$ cat config.mk
export PLATFORM = sky130hd
export DESIGN_NAME = tse_uart
export DESIGN_NICKNAME = d
export VERILOG_FILES = /design/src/design/tse_uart.v
export VERILOG_INCLUDE_DIRS = /design/src /design/src/design
export SDC_FILE = /design/constraint.sdc
export NUM_CORES = 1
export LEC_CHECK = 0
export ABC_AREA = 1
export BUFFER_PORTS_ARGS = -buffer_cell sky130_fd_sc_hd__buf_2
export CAP_MARGIN = 25
export CORE_MARGIN = 2
export CORE_UTILIZATION = 55
export DETAILED_ROUTE_END_ITERATION = 7
export GPL_ROUTABILITY_DRIVEN = 0
export HOLD_SLACK_MARGIN = 0.15
export PLACE_DENSITY = 0.72
export SETUP_SLACK_MARGIN = 0.05
export SYNTH_ARGS = -nofsm -noshare
export SYNTH_HDL_FRONTEND = slang
export SYNTH_SLANG_ARGS = --single-unit
$ cat constraint.sdc
create_clock -name clock -period 7.4 [get_ports clock]
set_input_delay 1.11 -clock clock [delete_from_list [all_inputs] [get_ports clock]]
set_output_delay 1.11 -clock clock [all_outputs]
set_load 0.02 [all_outputs]
$ cat src/design/tse_uart_consts.vh
// Constants for the timer-and-shifter UART: register map, fields, timing.
// Assumes a 50 MHz system clock and a 32-bit classic Wishbone bus.
`ifndef TSE_UART_CONSTS_VH
`define TSE_UART_CONSTS_VH
// Register byte offsets
`define TSE_OFF_CTRL 5'h00
`define TSE_OFF_STAT 5'h04
`define TSE_OFF_TXBUF 5'h08
`define TSE_OFF_RXBUF 5'h0c
// Offset of the bit-reversed receive buffer view
`define TSE_OFF_RXREV 5'h10
`define TSE_OFF_TXDIV 5'h14
`define TSE_OFF_RXDIV 5'h18
// Control fields
`define TSE_CTRL_TXEN 0
`define TSE_CTRL_RXEN 1
`define TSE_CTRL_TXIE 2
`define TSE_CTRL_RXIE 3
// Status fields
`define TSE_STAT_TXRDY 0
`define TSE_STAT_RXFULL 1
`define TSE_STAT_FRERR 2
`define TSE_STAT_TXBUSY 3
`define TSE_STAT_RXOVR 4
// Reset values
`define TSE_CTRL_RST 4'h0
// Clock and baud figures
`define TSE_CLK_HZ 50000000
`define TSE_MAX_BAUD 115200
// Smallest legal divider: 50 MHz over 115200, rounded down, 16 bits
`define TSE_MIN_DIV 16'h01b2
// Reset divider, one bit period at 115200 baud
`define TSE_DIV_RST 16'h01b2
`endif

$ cat src/design/tse_uart.v
// Timer-and-shifter UART: independent transmit and receive channels,
// 8N1 framing, registers on a classic Wishbone slave.
// Assumes inputs synchronous to clock; rxPin is resynchronised anyway.
// Behaviour
// Frames are eight data bits, one stop bit, no parity, no flow control.
// Transmitter adds start and stop bits itself around each byte.
// No parity is generated; software must handle any parity scheme.
// Transmit and receive each own timer, shifter and pin, run alone.
// Bit rate up to 115200 baud; dividers clamp below that rate.
// Byte written to transmit buffer is shifted LSB first onto pin.
// Transmit-ready flag shows next frame may go; pollable, interrupt-able.
// Receiver samples only on store events, then moves byte to buffer.
// Receive-full flag shows a byte waits; pollable, interrupt-able.
// A bit-reversed read view of the receive buffer is provided.
// Bad stop bit sets a framing-error flag visible to software.
// No automatic break or idle character generation or detection.
// Remote end must use the same rate and 8N1 format.
// Line idles high; start low, stop high, one timer period each.
// Receive timer starts on start edge, stores mid-bit.
//
// The placing of the registers and the Wishbone register port were decided locally.
`include "tse_uart_consts.vh"

module tse_uart (
	// System
	input wire clock,
	input wire nrst,
	// Wishbone slave
	input wire wb_cyc_i,
	input wire wb_stb_i,
	input wire wb_we_i,
	input wire [4:0] wb_adr_i,
	input wire [3:0] wb_sel_i,
	input wire [31:0] wb_dat_i,
	output reg [31:0] wb_dat_o,
	output reg wb_ack_o,
	output wire wb_err_o,
	// Serial pins
	output reg txPin,
	input wire rxPin,
	// Per-direction interrupt requests
	output wire txIrq,
	output wire rxIrq
);

	localparam TX_IDLE = 4'h1;
	localparam TX_START = 4'h2;
	localparam TX_DATA = 4'h4;
	localparam TX_STOP = 4'h8;
	localparam RX_IDLE = 4'h1;
	localparam RX_START = 4'h2;
	localparam RX_DATA = 4'h4;
	localparam RX_STOP = 4'h8;

	reg [3:0] ctrl;
	reg [15:0] txDiv;
	reg [15:0] rxDiv;
	reg [7:0] txBuf;
	reg txFull;
	reg [7:0] txShift;
	reg [3:0] txState;
	reg [15:0] txTimer;
	reg [2:0] txBit;
	reg [7:0] rxBuf;
	reg rxFull;
	reg frameErr;
	reg rxOvr;
	reg [7:0] rxShift;
	reg [3:0] rxState;
	reg [15:0] rxTimer;
	reg [2:0] rxBit;
	reg rxMeta;
	reg rxSync;
	reg rxPrev;

	wire access;
	wire wrStb;
	wire rdStb;
	wire hit;
	wire [15:0] txPeriod;
	wire [15:0] rxPeriod;
	wire txTick;
	wire rxTick;
	wire txLoad;
	wire rxStore;
	wire rxDone;
	wire [7:0] rxRev;
	wire [15:0] minDiv;
	wire txReady;
	reg [31:0] next_rdData;

	// Bus decode: one-cycle answer, err on unmapped word
	assign access = wb_cyc_i & wb_stb_i & ~wb_ack_o;
	assign hit = (wb_adr_i[1:0] == 2'h0) && (wb_adr_i <= `TSE_OFF_RXDIV);
	assign wrStb = access & wb_we_i & hit & wb_sel_i[0];
	assign rdStb = access & ~wb_we_i & hit;
	assign wb_err_o = wb_cyc_i & wb_stb_i & ~hit;

	// Dividers held at or above the top-rate period
	assign minDiv = `TSE_MIN_DIV;
	assign txPeriod = (txDiv < minDiv) ? minDiv : txDiv;
	assign rxPeriod = (rxDiv < minDiv) ? minDiv : rxDiv;

	assign txReady = ~txFull;
	assign txIrq = ctrl[`TSE_CTRL_TXIE] & ctrl[`TSE_CTRL_TXEN] & txReady;
	assign rxIrq = ctrl[`TSE_CTRL_RXIE] & rxFull;

	// Mirrored view of the receive buffer
	genvar gi;
	generate
		for (gi = 0; gi < 8; gi = gi + 1) begin : revGen
			assign rxRev[gi] = rxBuf[7 - gi];
		end
	endgenerate

	// Read mux
	always @* begin
		next_rdData = 32'h0;
		case (wb_adr_i)
			`TSE_OFF_CTRL: next_rdData = {28'h0, ctrl};
			`TSE_OFF_STAT: next_rdData = {27'h0, rxOvr, ~txState[0],
				frameErr, rxFull, txReady};
			`TSE_OFF_TXBUF: next_rdData = {24'h0, txBuf};
			`TSE_OFF_RXBUF: next_rdData = {24'h0, rxBuf};
			`TSE_OFF_RXREV: next_rdData = {24'h0, rxRev};
			`TSE_OFF_TXDIV: next_rdData = {16'h0, txDiv};
			`TSE_OFF_RXDIV: next_rdData = {16'h0, rxDiv};
			default: next_rdData = 32'h0;
		endcase
	end

	// Bus answer and read data
	always @(posedge clock) begin
		if (!nrst) begin
			wb_ack_o <= 1'b0;
			wb_dat_o <= 32'h0;
		end else begin
			wb_ack_o <= access & hit;
			if (rdStb) begin
				wb_dat_o <= next_rdData;
			end
		end
	end

	// Configuration registers
	always @(posedge clock) begin
		if (!nrst) begin
			ctrl <= `TSE_CTRL_RST;
			txDiv <= `TSE_DIV_RST;
			rxDiv <= `TSE_DIV_RST;
		end else if (wrStb) begin
			if (wb_adr_i == `TSE_OFF_CTRL) begin
				ctrl <= wb_dat_i[3:0];
			end
			if (wb_adr_i == `TSE_OFF_TXDIV && wb_sel_i[1]) begin
				txDiv <= wb_dat_i[15:0];
			end
			if (wb_adr_i == `TSE_OFF_RXDIV && wb_sel_i[1]) begin
				rxDiv <= wb_dat_i[15:0];
			end
		end
	end

	// Transmit buffer: write fills it, the shifter empties it
	assign txLoad = txState[0] & txFull & ctrl[`TSE_CTRL_TXEN];
	always @(posedge clock) begin
		if (!nrst) begin
			txBuf <= 8'h0;
			txFull <= 1'b0;
		end else if (wrStb && wb_adr_i == `TSE_OFF_TXBUF && txReady) begin
			txBuf <= wb_dat_i[7:0];
			txFull <= 1'b1;
		end else if (txLoad) begin
			txFull <= 1'b0;
		end
	end

	// Transmit timer and shifter
	assign txTick = (txTimer == 16'h0);
	always @(posedge clock) begin
		if (!nrst) begin
			txState <= TX_IDLE;
			txTimer <= 16'h0;
			txShift <= 8'h0;
			txBit <= 3'h0;
			txPin <= 1'b1;
		end else begin
			txTimer <= txTick ? 16'h0 : txTimer - 16'h1;
			case (txState)
				TX_IDLE: begin
					txPin <= 1'b1;
					if (txLoad) begin
						txShift <= txBuf;
						txPin <= 1'b0;
						txTimer <= txPeriod - 16'h1;
						txState <= TX_START;
					end
				end
				TX_START: begin
					if (txTick) begin
						txPin <= txShift[0];
						txTimer <= txPeriod - 16'h1;
						txBit <= 3'h0;
						txState <= TX_DATA;
					end
				end
				TX_DATA: begin
					if (txTick) begin
						txTimer <= txPeriod - 16'h1;
						if (txBit == 3'h7) begin
							txPin <= 1'b1;
							txState <= TX_STOP;
						end else begin
							txPin <= txShift[1];
							txShift <= {1'b0, txShift[7:1]};
							txBit <= txBit + 3'h1;
						end
					end
				end
				TX_STOP: begin
					if (txTick) begin
						txState <= TX_IDLE;
					end
				end
				default: begin
					txState <= TX_IDLE;
					txPin <= 1'b1;
				end
			endcase
		end
	end

	// Receive input synchroniser and edge history
	always @(posedge clock) begin
		if (!nrst) begin
			rxMeta <= 1'b1;
			rxSync <= 1'b1;
			rxPrev <= 1'b1;
		end else begin
			rxMeta <= rxPin;
			rxSync <= rxMeta;
			rxPrev <= rxSync;
		end
	end

	// Receive timer: store events at bit middles
	assign rxTick = (rxTimer == 16'h0);
	assign rxStore = rxTick & ~rxState[0];
	assign rxDone = rxStore & rxState[3];
	always @(posedge clock) begin
		if (!nrst) begin
			rxState <= RX_IDLE;
			rxTimer <= 16'h0;
			rxShift <= 8'h0;
			rxBit <= 3'h0;
		end else begin
			rxTimer <= rxTick ? 16'h0 : rxTimer - 16'h1;
			case (rxState)
				RX_IDLE: begin
					if (ctrl[`TSE_CTRL_RXEN] && rxPrev && !rxSync) begin
						rxTimer <= {1'b0, rxPeriod[15:1]} - 16'h2;
						rxState <= RX_START;
					end
				end
				RX_START: begin
					if (rxStore) begin
						rxTimer <= rxPeriod - 16'h1;
						rxBit <= 3'h0;
						// Glitch rejection: start must still be low
						rxState <= rxSync ? RX_IDLE : RX_DATA;
					end
				end
				RX_DATA: begin
					if (rxStore) begin
						rxShift <= {rxSync, rxShift[7:1]};
						rxTimer <= rxPeriod - 16'h1;
						rxBit <= rxBit + 3'h1;
						if (rxBit == 3'h7) begin
							rxState <= RX_STOP;
						end
					end
				end
				RX_STOP: begin
					if (rxStore) begin
						rxState <= RX_IDLE;
					end
				end
				default: rxState <= RX_IDLE;
			endcase
		end
	end

	// Receive buffer and flags; a new event wins over a clear
	always @(posedge clock) begin
		if (!nrst) begin
			rxBuf <= 8'h0;
			rxFull <= 1'b0;
			frameErr <= 1'b0;
			rxOvr <= 1'b0;
		end else begin
			if (rdStb && wb_adr_i == `TSE_OFF_RXBUF) begin
				rxFull <= 1'b0;
			end
			if (rdStb && wb_adr_i == `TSE_OFF_RXREV) begin
				rxFull <= 1'b0;
			end
			if (wrStb && wb_adr_i == `TSE_OFF_STAT) begin
				if (wb_dat_i[`TSE_STAT_FRERR]) begin
					frameErr <= 1'b0;
				end
				if (wb_dat_i[`TSE_STAT_RXOVR]) begin
					rxOvr <= 1'b0;
				end
			end
			if (rxDone) begin
				rxBuf <= rxShift;
				rxFull <= 1'b1;
				if (rxFull) begin
					rxOvr <= 1'b1;
				end
				if (!rxSync) begin
					frameErr <= 1'b1;
				end
			end
		end
	end

endmodule

==> flow_metrics.env <==
export IMPL_outcome="finished, final reports clean"
export IMPL_synth_top_cell_by_area="dfxtp_1"
export IMPL_ys_types=51
export IMPL_holdBufCountCts=0
export IMPL_portBuffers=49
export IMPL_detail_route_antenna_nets=0
export IMPL_async_reset_ff_share_pct=0
export IMPL_grt_pass1_wl_microns=33700
export IMPL_antenna_found_initial=0
export IMPL_ctsResizeCount=0
export IMPL_yosys_area_top_type_share_pct=35.5
export IMPL_cap_violations=0
export IMPL_rsz0062_at_grt="false"
export IMPL_start_util_pct=56.4
export IMPL_yosys_warnings=0
export IMPL_path_class="in2out"
export IMPL_slew_viol_final=0
export IMPL_sw_frac_of_total_pct=35.9
export IMPL_core_sq_mm=0.0139
export IMPL_tns_ns=0
export IMPL_yosys_cell_count_top_type="nand2_1"
export IMPL_postCtsSetupRepairBufs=0
export IMPL_synth_ff_type="dfxtp_1"
export IMPL_worst_pin_slew_ns=0.900
export IMPL_period_needed_ns=3.07
export IMPL_synth_edf_count=0
export IMPL_synthTopCellsByCount="210 x nand2_1, 154 x inv_1, 139 x dfxtp_1"
export IMPL_cts_tree="done"
export IMPL_synth_area_per_cell_sq_um=6.69
export IMPL_areaGrowthSynthToFinish_pct=11.6
export IMPL_netlist_instances=1171
export IMPL_fin_skew_ns=0.00853
export IMPL_cp_common_cell="buf_2"
export IMPL_dr_total_vias=7667
export IMPL_p_leak_uw=0.00394
export IMPL_finalHoldViolCount=0
export IMPL_n_fill_cell=1288
export IMPL_crit_family="buffers and inverters"
export IMPL_grtUsageTotal_pct=28.5
export IMPL_r2r_start="rxDiv[12]$_SDFFE_PN0P_"
export IMPL_finalNetCount=1265
export IMPL_crit_slowest_cell="o21ai_1"
export IMPL_min_from="rxMeta$_SDFF_PN1_"
export IMPL_rows=43
export IMPL_wire_per_inst_microns=14.9
export IMPL_power_share_sequential_pct=34.3
export IMPL_setup_viol=0
export IMPL_required_ns=6.29
export IMPL_comb_power_share_pct=32.5
export IMPL_synth_seq_cells=139
export IMPL_clkTransAtPathRegs_ns=0.06
export IMPL_netlist_top_cells_area="dfxtp_1 36%, nand2_1 10%, a21oi_1 7.9%"
export IMPL_die_h_microns=123
export IMPL_grt_pass1_vias=6667
export IMPL_crit_chain="buf_2 -> inv_2 -> o21ai_1 -> inv_1 -> nor2_1 -> buf_2"
export IMPL_slew_headroom_pct=39.5
export IMPL_irDropWorstVdd_mv=0.191
export IMPL_globalRouteOverflowTotal=0
export IMPL_cts_sinks=139
export IMPL_dieWidth_microns=123
export IMPL_drt_pass1_iter_count=6
export IMPL_drt_iter0_drc=753
export IMPL_slowest_delay_ns=0.24
export IMPL_ctsHtreeMaxLevel=4
export IMPL_clkLatencyLatePin_ns=0.43
export IMPL_clockPowerShare_pct=33.3
export IMPL_clock_root_buffer="clkbuf_16"
export IMPL_crit_arrival_ns=1.96
export IMPL_max_freq_ghz=0.326
export IMPL_cp_buffers_inverters=4
export IMPL_p_int_uw=1700
export IMPL_max_clock_path_buffers=2
export IMPL_drt_wl_total_microns=20900
export IMPL_drive_above_1_share_pct=10.8
export IMPL_grt_max_degree=87
export IMPL_num_io_pins=84
export IMPL_power_density_mw_per_mm2=304
export IMPL_drc=0
export IMPL_fin_crit_sh_pct=41.5
export IMPL_fp_dieArea_sq_mm=0.0152
export IMPL_hold_path_class="reg2reg"
export IMPL_p_total_uw=2660
export IMPL_ys_seq_area_share_pct=35.5
export IMPL_startpoint_type="input port"
export IMPL_cts_buffers=17
export IMPL_dp_hpwl_microns=15000
export IMPL_switchingPower_uw=954
export IMPL_viasPerCell=5.47
export IMPL_diodes=0
export IMPL_end_kind="output port"
export IMPL_cp_startpoint="wb_adr_i[4]"
export IMPL_synthesis_area_sq_mm=0.00783
export IMPL_path_max_fanout=7
==> area by class of cell <==
| type | count | area (sq um) | area share (%) |
|---|---|---|---|
| multi-input cells | 830 | 4200 | 48.0 |
| clock buffers | 19 | 443 | 5.07 |
| well taps | 180 | 225 | 2.58 |
| clock inverters | 13 | 166 | 1.90 |
| flip-flops and latches | 139 | 2780 | 31.8 |
| inverters | 165 | 619 | 7.08 |
| repair buffers | 55 | 313 | 3.58 |
==> worst paths after layout <==
check                          endpoint  slack [ns]  depth (start not counted)
setup / recovery               wb_err_o        4.33                          6
hold / removal        rxSync$_SDFF_PN1_        0.41                          1
setup reg to reg  rxTimer[8]$_SDFF_PN0_        4.35                         15
hold reg to reg       rxSync$_SDFF_PN1_        0.41                          1
==> power groups by stage <==
stage               sequential (uW)  combinational, uW  clock [uW]
floorplan                       916                718           0
global placement                923                839           0
detailed placement              925                854           0
CTS                             910                862         897
global route                    922                986         929
finish                          911                863         884
==> per-layer routing <==
metal	wire length (microns)	global-route usage, %	share of wire, %
met5	0	0	0
met2	9120	42.3	44
met3	1340	6.04	6.4
met4	340	8.88	1.6
met1	10100	41.2	48
==> layout by cell type (no fill, tap or decap), types with 7 or more instances in the layout <==
cell type and instances:
o211ai_1 13, xnor2_1 10, nor2_2 7, dfxtp_1 139
buf_2 49, nor2_1 125, inv_1 154, inv_2 10
a21oi_1 124, nand3_1 82, o22ai_1 8, o21ai_1 10
nand4_1 17, conb_1 16, xor2_1 13, nand2_1 210
o21ai_0 104, ha_1 10, nor3_1 20, a211oi_2 7
clkbuf_16 17
==> sequential cells by signal (all words and copies together), names as in the netlist, 8 cells and up <==
register  cells
rxShift       8
rxTimer      16
txBuf         8
rxBuf         8
txDiv        16
rxDiv        16
wb_dat_o     16
txShift       8
txTimer      16
==> kinds of logic (layout without fill, tap and decap cells) <==
kind of cell	count (synthesis)	in the layout	synth area share (%)
AOI/OAI and AO/OA	291	291	20.8
xor gates and xnor gates	23	23	2.57
adders and majority gates	10	10	1.60
buffers and inverters	217	252	11.7
DFF	139	139	35.5
other	1	16	0.0479
and+or+nand+nor	490	490	27.7
==> metrics by stage <==
stage | area (sq um) | setup slack [ns] | hold WS [ns] | std cells | util (%)
final | 8740 | 4.33 | 0.414 | 1401 | 63.0
after global routing | 8740 | 4.00 | 0.428 | 1401 | 63.0
after CTS | 8720 | 4.06 | 0.418 | 1399 | 62.8
after detailed placement | 8110 | 3.59 | 0.403 | 1367 | 58.4
after global placement | 8090 | 3.68 | 0.395 | 1366 | 58.3
after floorplan | 7890 | 4.69 | 0.393 | 1186 | -
Note: power is estimated with default switching activity, not from simulation.
